## config.mk

```make
export PLATFORM = sky130hd
export DESIGN_NAME = tspl_top
export DESIGN_NICKNAME = d
export VERILOG_FILES = /design/src/hdl/tspl_pkg.sv /design/src/hdl/tspl_top.sv
export SDC_FILE = /design/constraint.sdc
export NUM_CORES = 1
export LEC_CHECK = 0
export BUFFER_PORTS_ARGS = -buffer_cell sky130_fd_sc_hd__buf_2
export CAP_MARGIN = 20
export CELL_PAD_IN_SITES_DETAIL_PLACEMENT = 1
export CELL_PAD_IN_SITES_GLOBAL_PLACEMENT = 1
export CORE_ASPECT_RATIO = 0.9
export CORE_MARGIN = 2
export CORE_UTILIZATION = 41
export CTS_BUF_LIST = sky130_fd_sc_hd__clkbuf_8
export CTS_CLUSTER_SIZE = 28
export DETAILED_ROUTE_END_ITERATION = 8
export GPL_ROUTABILITY_DRIVEN = 1
export PLACE_DENSITY = 0.83
export SYNTH_ARGS = -nofsm -noshare
export SYNTH_HDL_FRONTEND = slang
export SYNTH_SLANG_ARGS = --single-unit
```

## constraint.sdc

```tcl
create_clock -name clk_i -period 4 [get_ports clk_i]
set_input_delay 1.2 -clock clk_i [delete_from_list [all_inputs] [get_ports clk_i]]
set_output_delay 1.2 -clock clk_i [all_outputs]
set_load 0.03 [all_outputs]
```

## src/hdl/tspl_pkg.sv

```systemverilog
package tspl_pkg;
    localparam logic [7:0] TSPL_ADDR_PROG = 8'hC8;
    localparam logic [7:0] TSPL_ADDR_TONE = 8'hCC;
    localparam logic [7:0] TSPL_ADDR_MAIN = 8'hC6;
    localparam int TSPL_CLK_HZ = 40000000;
    localparam int TSPL_PROG_TIME_US = 250;
    localparam int TSPL_PROG_CYCLES = TSPL_PROG_TIME_US * (TSPL_CLK_HZ / 1000000);
    localparam int TSPL_PROG_CW = 14;
    localparam logic [5:0] TSPL_SUB_NONE = 6'h00;
    localparam logic [5:0] TSPL_SUB_INVALID = 6'h37;
    localparam logic [4:0] TSPL_SEL_NONE = 5'h00;
    localparam logic [4:0] TSPL_SEL_UNREC = 5'h1F;
    localparam logic [2:0] TSPL_DCS_NONE = 3'h0;
    localparam logic [2:0] TSPL_DCS_NORM = 3'h2;
    localparam logic [2:0] TSPL_DCS_INV = 3'h3;
    localparam logic [2:0] TSPL_DCS_OFF = 3'h5;
    localparam int TSPL_B_FIRST = 15;
    localparam int TSPL_B_SEL12 = 14;
    localparam int TSPL_ST_SEL = 13;
    localparam int TSPL_ST_SUB = 11;
    localparam int TSPL_ST_DCS = 10;
    localparam logic [1:0] TSPL_BLK0 = 2'h0;
    localparam logic [1:0] TSPL_BLK1 = 2'h1;
    localparam logic [1:0] TSPL_BLK2 = 2'h2;
    localparam logic [4:0] TSPL_LEN0 = 5'h04;
    localparam logic [4:0] TSPL_LEN1 = 5'h13;
    localparam logic [4:0] TSPL_LEN2 = 5'h05;
    localparam logic [4:0] TSPL_LEN4 = 5'h08;
    localparam logic [15:0] TSPL_SYNC_DEF = 16'hC4D7;
    localparam logic [15:0] TSPL_DATA_FRAME_SYNC_PATTERN_DEF = 16'hB433;
    typedef enum logic [2:0] {TSPL_B0, TSPL_B1, TSPL_B2, TSPL_B4, TSPL_BNONE} tspl_blk_e;
endpackage

```

## src/hdl/tspl_top.sv

```systemverilog
`timescale 1ns/1ps
// Functional notes
// - Bits 5..0 give detected sub-audio tone index, zero when none.
// - Any non-selected sub-audio tone reports code 55.
// - Sub-audio field change sets status bit 11, except none to invalid.
// - Bits 15..11 give selective-call tone index, zero when none.
// - Selective-call change sets status bit 13, except unrecognised/none swaps.
// - Bits 10..8 encode none, DCS, inverted DCS, turn-off tone.
// - DCS/special report forces tone field zero; a detected tone does not clear bits 10..8.
// - Any change of bits 10..8 in receive sets DCS change flag; clearing in transmit does not.
// - Disabled modes read zero in receive; fields hold outside receive and transmit; whole word zero in transmit.
// - Bits 7 and 6 always read zero.
// - DCS code loss and return or turn-off each flag a change.
// - Bits 13..12 select block 0, 1 or 2; code 11 reserved.
// - A write outside receive and transmit clears ready; ready returns after 250 us.
// - Words go in listed order from the first word; blocks any order.
// - Leaving reset without keep bit reloads default values.
// - Block 1 holds level, threshold, repeat, 15 tones, reserved word.
// - Block 0 holds frame sync and data sync bytes, low first.
// - Status bits 13, 11, 10 flag events; reading clears bits 15..1.
module tspl_top
    import tspl_pkg::*;
#(
    parameter int PROG_CYCLES = TSPL_PROG_CYCLES
) (
    input wire logic clk_i,
    input wire logic sys_rst_i,
    input wire logic wr_i,
    input wire logic rd_i,
    input wire logic [7:0] addr_i,
    input wire logic [15:0] wdata_i,
    input wire logic tx_mode_i,
    input wire logic rx_mode_i,
    input wire logic sub_en_i,
    input wire logic dcs_en_i,
    input wire logic sel_en_i,
    input wire logic dsp_rst_i,
    input wire logic keep_prog_i,
    input wire logic [5:0] det_sub_i,
    input wire logic det_sub_other_i,
    input wire logic [2:0] det_dcs_i,
    input wire logic [4:0] det_sel_i,
    output logic [15:0] rdata_o,
    output logic prog_ready_o,
    output logic order_err_o,
    output logic [15:0] sync_pattern_o,
    output logic [15:0] data_sync_pattern_o,
    output logic [11:0] blk1_word_o,
    output logic [4:0] blk1_index_o,
    output logic blk1_load_o,
    output logic [13:0] prog_data_o,
    output logic [2:0] prog_block_o,
    output logic [4:0] prog_index_o,
    output logic prog_load_o
);
    logic [5:0] sub_f;
    logic [2:0] dcs_f;
    logic [4:0] sel_f;
    logic [15:0] main_st;
    logic [TSPL_PROG_CW-1:0] busy_cnt;
    logic dsp_rst_d;
    tspl_blk_e cur_blk;
    logic [4:0] widx;

    wire rx_act = rx_mode_i && !tx_mode_i;
    wire [5:0] sub_raw = det_sub_other_i ? TSPL_SUB_INVALID : det_sub_i;
    wire dcs_legal = (det_dcs_i == TSPL_DCS_NORM) || (det_dcs_i == TSPL_DCS_INV)
                     || (det_dcs_i == TSPL_DCS_OFF);
    wire [2:0] dcs_in = (dcs_en_i && dcs_legal) ? det_dcs_i : TSPL_DCS_NONE;
    wire [5:0] sub_in = (sub_en_i && dcs_in == TSPL_DCS_NONE) ? sub_raw : TSPL_SUB_NONE;
    wire [4:0] sel_in = sel_en_i ? det_sel_i : TSPL_SEL_NONE;
    wire sub_chg = (sub_in != sub_f) &&
                   !(sub_f == TSPL_SUB_NONE && sub_in == TSPL_SUB_INVALID);
    wire sel_chg = (sel_in != sel_f) &&
                   !((sel_f == TSPL_SEL_UNREC && sel_in == TSPL_SEL_NONE) ||
                     (sel_f == TSPL_SEL_NONE && sel_in == TSPL_SEL_UNREC));
    // DCS change incl. loss and return
    wire dcs_chg = dcs_in != dcs_f;

    wire [15:0] tone_word = {sel_f, dcs_f, 2'b00, sub_f};
    wire rd_tone = rd_i && addr_i == TSPL_ADDR_TONE;
    wire rd_main = rd_i && addr_i == TSPL_ADDR_MAIN;
    wire wr_prog = wr_i && addr_i == TSPL_ADDR_PROG;
    // zero in transmit
    // Gate here too: fields clear one edge after transmit starts
    wire [15:0] tone_rd = tx_mode_i ? 16'h0000 : tone_word;
    wire [15:0] next_rdata = rd_tone ? tone_rd : (rd_main ? main_st : 16'h0000);

    wire w_first = wdata_i[TSPL_B_FIRST];
    wire [1:0] w_bsel = wdata_i[13:12];
    tspl_blk_e w_blk;
    assign w_blk = !wdata_i[TSPL_B_SEL12] ? TSPL_B4 :
                   (w_bsel == TSPL_BLK0) ? TSPL_B0 :
                   (w_bsel == TSPL_BLK1) ? TSPL_B1 :
                   (w_bsel == TSPL_BLK2) ? TSPL_B2 : TSPL_BNONE;
    wire [4:0] blk_len = (w_blk == TSPL_B0) ? TSPL_LEN0 :
                         (w_blk == TSPL_B1) ? TSPL_LEN1 :
                         (w_blk == TSPL_B2) ? TSPL_LEN2 : TSPL_LEN4;
    wire [13:0] w_data = (w_blk == TSPL_B4) ? wdata_i[13:0] : {2'b00, wdata_i[11:0]};
    wire [4:0] next_widx = w_first ? 5'h00 : widx + 5'h01;
    wire w_ok = (w_blk != TSPL_BNONE) && (w_first || w_blk == cur_blk) && next_widx < blk_len;
    wire accept = wr_prog && prog_ready_o && !rx_mode_i && !tx_mode_i;
    wire reload = dsp_rst_d && !dsp_rst_i && !keep_prog_i;

    always_ff @(posedge clk_i) begin
        if (sys_rst_i) begin
            sub_f <= TSPL_SUB_NONE;
            dcs_f <= TSPL_DCS_NONE;
            sel_f <= TSPL_SEL_NONE;
        end else if (tx_mode_i) begin
            sub_f <= TSPL_SUB_NONE;
            dcs_f <= TSPL_DCS_NONE;
            sel_f <= TSPL_SEL_NONE;
        end else if (rx_act) begin
            sub_f <= sub_in;
            dcs_f <= dcs_in;
            sel_f <= sel_in;
        end
    end

    always_ff @(posedge clk_i) begin
        if (sys_rst_i) begin
            main_st <= 16'h0000;
        end else begin
            main_st[15:1] <= (rd_main ? 15'h0000 : main_st[15:1]);
            if (rx_act && sel_chg) main_st[TSPL_ST_SEL] <= 1'b1;
            if (rx_act && sub_chg) main_st[TSPL_ST_SUB] <= 1'b1;
            if (rx_act && dcs_chg) main_st[TSPL_ST_DCS] <= 1'b1;
            main_st[0] <= prog_ready_o;
        end
    end

    always_ff @(posedge clk_i) begin
        if (sys_rst_i) begin
            rdata_o <= 16'h0000;
            dsp_rst_d <= 1'b1;
        end else begin
            rdata_o <= next_rdata;
            dsp_rst_d <= dsp_rst_i;
        end
    end

    always_ff @(posedge clk_i) begin
        if (sys_rst_i) begin
            prog_ready_o <= 1'b1;
            busy_cnt <= '0;
            order_err_o <= 1'b0;
            cur_blk <= TSPL_BNONE;
            widx <= 5'h00;
            prog_load_o <= 1'b0;
            blk1_load_o <= 1'b0;
            prog_data_o <= 14'h0000;
            prog_block_o <= 3'h0;
            prog_index_o <= 5'h00;
            blk1_word_o <= 12'h000;
            blk1_index_o <= 5'h00;
            sync_pattern_o <= TSPL_SYNC_DEF;
            data_sync_pattern_o <= TSPL_DATA_FRAME_SYNC_PATTERN_DEF;
        end else begin
            prog_load_o <= 1'b0;
            blk1_load_o <= 1'b0;
            if (reload) begin
                sync_pattern_o <= TSPL_SYNC_DEF;
                data_sync_pattern_o <= TSPL_DATA_FRAME_SYNC_PATTERN_DEF;
                cur_blk <= TSPL_BNONE;
            end else if (accept) begin
                prog_ready_o <= 1'b0;
                busy_cnt <= TSPL_PROG_CW'(PROG_CYCLES - 1);
                order_err_o <= !w_ok;
                if (w_ok) begin
                    cur_blk <= w_blk;
                    widx <= next_widx;
                    prog_load_o <= 1'b1;
                    prog_data_o <= w_data;
                    prog_block_o <= 3'(w_blk);
                    prog_index_o <= next_widx;
                    if (w_blk == TSPL_B0) begin
                        unique case (next_widx[1:0])
                            2'h0: sync_pattern_o[7:0] <= wdata_i[7:0];
                            2'h1: sync_pattern_o[15:8] <= wdata_i[7:0];
                            2'h2: data_sync_pattern_o[7:0] <= wdata_i[7:0];
                            2'h3: data_sync_pattern_o[15:8] <= wdata_i[7:0];
                        endcase
                    end
                    if (w_blk == TSPL_B1) begin
                        blk1_load_o <= 1'b1;
                        blk1_word_o <= wdata_i[11:0];
                        blk1_index_o <= next_widx;
                    end
                end else begin
                    cur_blk <= TSPL_BNONE;
                end
            end else if (!prog_ready_o) begin
                if (busy_cnt == '0) prog_ready_o <= 1'b1;
                else busy_cnt <= busy_cnt - 1'b1;
            end
        end
    end
endmodule

```

==> flow_summary.json, run 1 <==
{
  "synth_top_family_by_area": "simple AND/OR/NAND/NOR gates",
  "p_total_mw": 2.63,
  "clock_path_buffers": 2,
  "setup_violations": 0,
  "hold_buffers": 0,
  "area_delta_synth_final_pct": 20.3,
  "yosysWarnings": 0,
  "crit_type": "input port to flop",
  "nets": 778,
  "route.layer.met1.wl_um": 7220,
  "tightestPinTransition_ns": 1.08,
  "antenna_found_initial": 0,
  "yosys.area_share.simple_pct": 22.7,
  "numCtsBuffers": 17,
  "yosysUniqueCellTypes": 64,
  "final_cell_mix": "138 x buf_2, 125 x dfxtp_1, 59 x nor2_1, 41 x a21oi_1, 40 x nand2_1",
  "hold_viol_final": 0,
  "root_buffer": "clkbuf_8",
  "r2r_slack_ns": 0.82,
  "drv_slew": 0,
  "synth_compound_area_share_pct": 15.9,
  "gp_congestion": 0.901,
  "viasPerCell": 5.59,
  "grt_first_pass_wirelength_um": 27400,
  "yosys-top-cells-area": "dfxtp_1 45%, mux2i_1 6.5%, nor2_1 4.0%",
  "fin_crit_sh_pct": 84.0,
  "drt.antenna.violating_nets": 0,
  "ir_worst_vdd_uv": 223,
  "dpl.hpwl_um": 11900,
  "first_pass_iters": 4,
  "crit_start": "wdata_i[12]",
  "status": "finished clean",
  "skew_ns": 0.0123,
  "clock_latency_ns": 0.44,
  "fmax_ghz": 0.298,
  "rsz0062_at_grt": "no",
  "r2r-end": "sync_pattern_o[1]",
  "syn_area_mm2": 0.00553,
  "synthCells": 598,
  "die_h_um": 114,
  "synth_fa_ha_area_share_pct": 1.36,
  "tns_ns": 0,
  "boundaryPins": 141,
  "synth.top_cell.area_share_pct": 45.2,
  "power.leakage_nw": 2.91,
  "dieWidth_um": 126,
  "worstSetupStartpointType": "input port",
  "synth.area.mux_share_pct": 6.52,
  "yosysSeqAreaShare_pct": 45.2,
  "wl_per_cell_um": 18.9,
  "finalCriticalPeriod_ns": 3.36,
  "final_layout_size_suffix_gt1_share_pct": 26.2,
  "start_util_pct": 41.7,
  "min_path_type": "flop to flop",
  "syn_avg_cell_area_um2": 9.25,
  "h-tree-depth": 4,
  "final_common_cell": "buf_2",
  "routed_wl_um": 17000,
  "synth_edf_count": 0,
  "synth_top_area_cell": "dfxtp_1",
  "reg2regPathDepth": 10,
  "ys_ff_latch": 125,
  "clk_pin_slew_ns": 0.08,
  "grt_max_degree": 42,
  "dieArea_mm2": 0.0144,
  "clock-sinks": 125,
  "antennaDiodeCount": 0,
  "grt_pass1_vias": 5171,
  "grt_overflow": 0,
  "std_cell_rows": 40,
  "io_buffers": 138,
  "endpoint_kind": "flop",
  "reg2reg_from": "widx[0]",
  "arrival_ns": 3.72,
  "synth_xor_area_share_pct": 3.17,
  "p_per_area_mw_per_mm2": 395,
  "via_count": 5041,
  "synthFlopType": "dfxtp_1",
  "crit_fanout": 9,
  "route.detailed.drc": 0,
  "wl_met3_um": 892,
  "worstPathRequired_ns": 4.36,
  "async_flop_share_pct": 0,
  "dr.max_layer_used": "met4",
  "core_area_mm2": 0.0133,
  "dr_wl_met2_um": 8410,
  "post-cts-setup-buffer-count": 0,
  "slew_headroom_pct": 27.9,
  "tritoncts": "built",
  "crit_path_end": "sync_pattern_o[1]",
  "drv_cap": 0,
  "grt.total_usage_pct": 23.9,
  "drtIter0Drc": 295,
  "cts.repair.resized": 0
}
-- area by class of cell --
class	count	area (um2)
Inverter	8	30.0
Clock buffer	20	275
Clock inverter	11	158
Fill cell	1585	6610
Sequential cell	125	2500
Tap cell	168	210
Multi-Input combinational cell	427	2750
Timing Repair Buffer	143	728
-- registers in the layout, indices dropped and copies added, names as in the netlist --
| name | count |
|---|---|
| blk1_index_o | 5 |
| blk1_load_o | 1 |
| blk1_word_o | 12 |
| busy_cnt | 14 |
| cur_blk | 3 |
| data_sync_pattern_o | 16 |
| dcs_f | 3 |
| dsp_rst_d | 1 |
| main_st | 4 |
| order_err_o | 1 |
| prog_block_o | 3 |
| prog_data_o | 14 |
| prog_load_o | 1 |
| prog_ready_o | 1 |
| rdata_o | 14 |
| sel_f | 5 |
| sub_f | 6 |
| sync_pattern_o | 16 |
| widx | 5 |
-- cells in the mapped netlist, types with 7 or more instances --
cell and n:
a21oi_1 41, a22o_1 25, and2_1 13, buf_2 7, clkbuf_1 17, dfxtp_1 125
inv_1 8, mux2i_1 36, nand2_1 40, nand2b_1 16, nand3_1 17, nand4_1 24
nor2_1 59, nor2b_1 7, nor3_1 11, nor4_1 9, o21ai_0 29, or3_1 7
xnor2_1 14
-- per-stage QoR --
stage	setup slack [ns]	utilization, %	hold slack (ns)	std cells	instance area (um2)
floorplan	0.646	-	0.420	599	5530
global placement	0.485	46.9	0.443	871	6220
detailed placement	0.212	46.9	0.448	871	6220
CTS	0.636	50.2	0.465	902	6650
global route	0.408	50.2	0.478	902	6650
finish	0.639	50.2	0.466	902	6650
-- report_power, final --
group          internal, mW  total (mW)  switching, mW
logic                0.0540       0.167          0.113
clock network         0.672        1.20          0.532
registers              1.25        1.26        0.00568
-- per-layer routing --
layer / global-route usage, % / vias up
li1: - / 2385
met2: 41.8 / 161
met3: 5.09 / 34
met4: 9.52 / 0
met5: 0 / -
met1: 28.8 / 2461
-- logic make-up (layout without fill, tap and decap cells) --
family	after synthesis	count (layout)
AO/OA/AOI/OAI	130	130
XOR/XNOR	20	20
adder cells (fa/ha/maj)	6	6
buffers and inverters	47	182
flip-flops	125	125
multiplexers	36	36
other	1	2
AND/OR/NAND/NOR	233	233
-- worst min-delay path by stage --
stage,cells past startpoint,startpoint,endpoint,slack (ns)
global placement,2,sync_pattern_o[13],sync_pattern_o[13],0.44
finish,2,data_sync_pattern_o[9],data_sync_pattern_o[9],0.47
global route,2,data_sync_pattern_o[9],data_sync_pattern_o[9],0.48
CTS,2,sync_pattern_o[13],sync_pattern_o[13],0.47
floorplan,1,main_st[0],rdata_o[0],0.42
detailed placement,1,main_st[0],rdata_o[0],0.45
-- worst max-delay path: stages --
cell and delay (ns):
buf_2 0.18, nor2b_4 0.20, and2_1 0.17, inv_1 0.08
ha_1 0.31, a21oi_1 0.22, nand4_1 0.21, a21o_4 0.28
or3_1 0.58, mux2i_1 0.28
Power figures use the tool's default switching activity.
==> run 2, diff against run 1 <==
Settings changed: ABC_AREA set to 1, CORE_UTILIZATION 41 to 39.
Clock period 4 ns to 3.5 ns, I/O delays scaled along.
==> flow_summary.json, run 2 <==
{
  "status": "finished clean",
  "crit_type": "input port to flop",
  "placed_cell_area_mm2": 0.00668,
  "clock_latency_ns": 0.44,
  "routed_wl_um": 17500,
  "dieWidth_um": 132,
  "grt_pass1_vias": 5747,
  "route.detailed.drc": 0,
  "yosysUniqueCellTypes": 39,
  "grt_first_pass_wirelength_um": 28600,
  "std_cell_rows": 42,
  "register_area_mm2": 0.00250,
  "yosysMostFrequentCell": "nand2_1",
  "drtIter0Drc": 238,
  "h-tree-depth": 4,
  "viasPerCell": 4.94,
  "tns_ns": 0,
  "synthFlopType": "dfxtp_1",
  "synth_compound_area_share_pct": 11.6,
  "cts.repair.resized": 0,
  "yosys-top-cells-area": "dfxtp_1 43%, nand2_1 10%, nor2_1 7.6%",
  "r2r-end": "sync_pattern_o[9]",
  "clock_path_buffers": 2,
  "dieArea_mm2": 0.0158,
  "dp.cells": 1141,
  "worstPathRequired_ns": 3.83,
  "multi_input_area_mm2": 0.00265,
  "min_path_type": "flop to flop",
  "fmax_ghz": 0.332,
  "async_flop_share_pct": 0,
  "fin_area_mm2": 0.00714,
  "crit_start": "wdata_i[15]",
  "numCtsBuffers": 17,
  "ys_ff_latch": 125,
  "hold_buffers": 0,
  "rsz0062_at_grt": "no",
  "nets": 1018,
  "reg2reg_from": "widx[0]",
  "setup_violations": 0,
  "core_area_mm2": 0.0146,
  "nFillCells": 1944,
  "synth_top_area_cell": "dfxtp_1",
  "holdCritStartpoint": "prog_block_o[2]",
  "synth_fa_ha_area_share_pct": 1.30,
  "dpl.hpwl_um": 12800,
  "io_buffers": 138,
  "grt_overflow": 0,
  "ir_worst_vdd_uv": 254,
  "crit_fanout": 16,
  "hold_viol_final": 0,
  "wl_per_cell_um": 14.9,
  "drt.antenna.violating_nets": 0,
  "p_per_area_mw_per_mm2": 436,
  "synth.top_cell.area_share_pct": 43.3,
  "synth_top_family_by_area": "simple AND/OR/NAND/NOR gates",
  "drv_slew": 0,
  "skew_ns": 0.00968,
  "area_delta_synth_final_pct": 23.6,
  "first_pass_iters": 4,
  "fin_crit_sh_pct": 86.1,
  "finalCriticalPeriod_ns": 3.01,
  "via_count": 5801,
  "clock-sinks": 125,
  "final_cell_mix": "158 x nand2_1, 138 x buf_2, 125 x dfxtp_1, 117 x inv_1, 117 x nor2_1",
  "grt.total_usage_pct": 22.7,
  "hold_end": "prog_block_o[2]",
  "clk_pin_slew_ns": 0.08,
  "tightestPinTransition_ns": 0.874,
  "synthCells": 821,
  "synth_edf_count": 0,
  "grt_max_degree": 33,
  "synth_common_cells": "158 x nand2_1, 125 x dfxtp_1, 117 x nor2_1",
  "reg.largest.list": "data_sync_pattern_o (16), sync_pattern_o (16)",
  "syn_avg_cell_area_um2": 7.03,
  "yosysWarnings": 0,
  "power.leakage_nw": 3.52,
  "slew_headroom_pct": 41.5,
  "endpoint_kind": "flop",
  "yosys.area_share.simple_pct": 31.5,
  "p_total_mw": 3.11,
  "reg2regPathDepth": 14,
  "synth.area.mux_share_pct": 0,
  "final_common_cell": "nand2_1",
  "root_buffer": "clkbuf_8",
  "syn_area_mm2": 0.00577,
  "start_util_pct": 39.5,
  "boundaryPins": 141,
  "arrival_ns": 3.35,
  "yosysSeqAreaShare_pct": 43.3,
  "die_h_um": 119,
  "final_layout_size_suffix_gt1_share_pct": 22.8,
  "worstSetupStartpointType": "input port",
  "r2r_slack_ns": 0.53,
  "gp_congestion": 0.838,
  "worstHoldPathCells": 2,
  "drv_cap": 0,
  "post-cts-setup-buffer-count": 0,
  "instances_no_fill": 1174,
  "tritoncts": "built",
  "antenna_found_initial": 1,
  "synth_xor_area_share_pct": 1.37
}
==> run 2: changes by cell type in the layout (fill, tap and decap cells not counted), moves of 13 or more <==
cell      delta
a21oi_1     +13
a22o_1      -25
and2_1      -13
inv_1      +109
mux2i_1     -36
nand2_1    +118
nand2b_1    -16
nand3_1     +55
nor2_1      +58
o21ai_1     +25
xnor2_1     -13
==> run 2: per-stage QoR <==
step	worst slack, ns	hold WS, ns	utilization (%)
finish	0.487	0.428	48.8
global placement	0.190	0.414	45.7
CTS	0.523	0.428	48.8
global route	0.237	0.480	48.8
detailed placement	0.103	0.418	45.7
floorplan	0.363	0.430	-
==> run 2: report_power, final <==
group	total [mW]	switching, mW	internal [mW]
Clock	1.47	0.597	0.878
Sequential	1.44	0.00809	1.43
Combinational	0.198	0.137	0.0611
Total	3.11	0.742	2.37
==> run 2: worst max path at each step <==
| stage | to | slack (ns) |
|---|---|---|
| after floorplan | cur_blk[2] | 0.36 |
| after global placement | sync_pattern_o[11] | 0.19 |
| after detailed placement | sync_pattern_o[9] | 0.10 |
| after CTS | sync_pattern_o[9] | 0.52 |
| after global routing | sync_pattern_o[9] | 0.24 |
| final | sync_pattern_o[9] | 0.49 |
==> run 2: cells by family after synthesis <==
| group | count (synthesis) |
|---|---|
| simple gates | 404 |
| compound gates | 124 |
| xor+xnor | 9 |
| flops | 125 |
| fa+ha+maj | 6 |
| other cells | 1 |
| buf+inv | 152 |
==> run 2: area by class of cell <==
class | count | share of cell area (%)
Inverter | 121 | 6.37
Sequential cell | 125 | 35.1
Timing Repair Buffer | 152 | 11.5
Multi-Input combinational cell | 545 | 37.1
Antenna cell | 1 | 0.0351
Tap cell | 198 | 3.47
Clock buffer | 19 | 3.66
Clock inverter | 13 | 2.75
==> run 2: worst max-delay path: stages <==
cell and delay [ns]:
buf_2 0.13, inv_2 0.12, nand2_1 0.07, nor2_1 0.24, ha_1 0.29, nand2_1 0.11, nor2_1 0.06, nand2_1 0.06
o2111ai_1 0.23, nor2_8 0.27, nand3_2 0.30, o21ai_0 0.32, nor2_1 0.08
==> run 2: metal layers <==
layer | up-vias | GRT usage [%] | share of wire [%]
li1 | 2894 | - | -
met5 | - | 0 | 0
met2 | 121 | 36.4 | 45
met4 | 0 | 9.14 | 2.7
met1 | 2758 | 29.7 | 48
met3 | 28 | 4.98 | 3.9
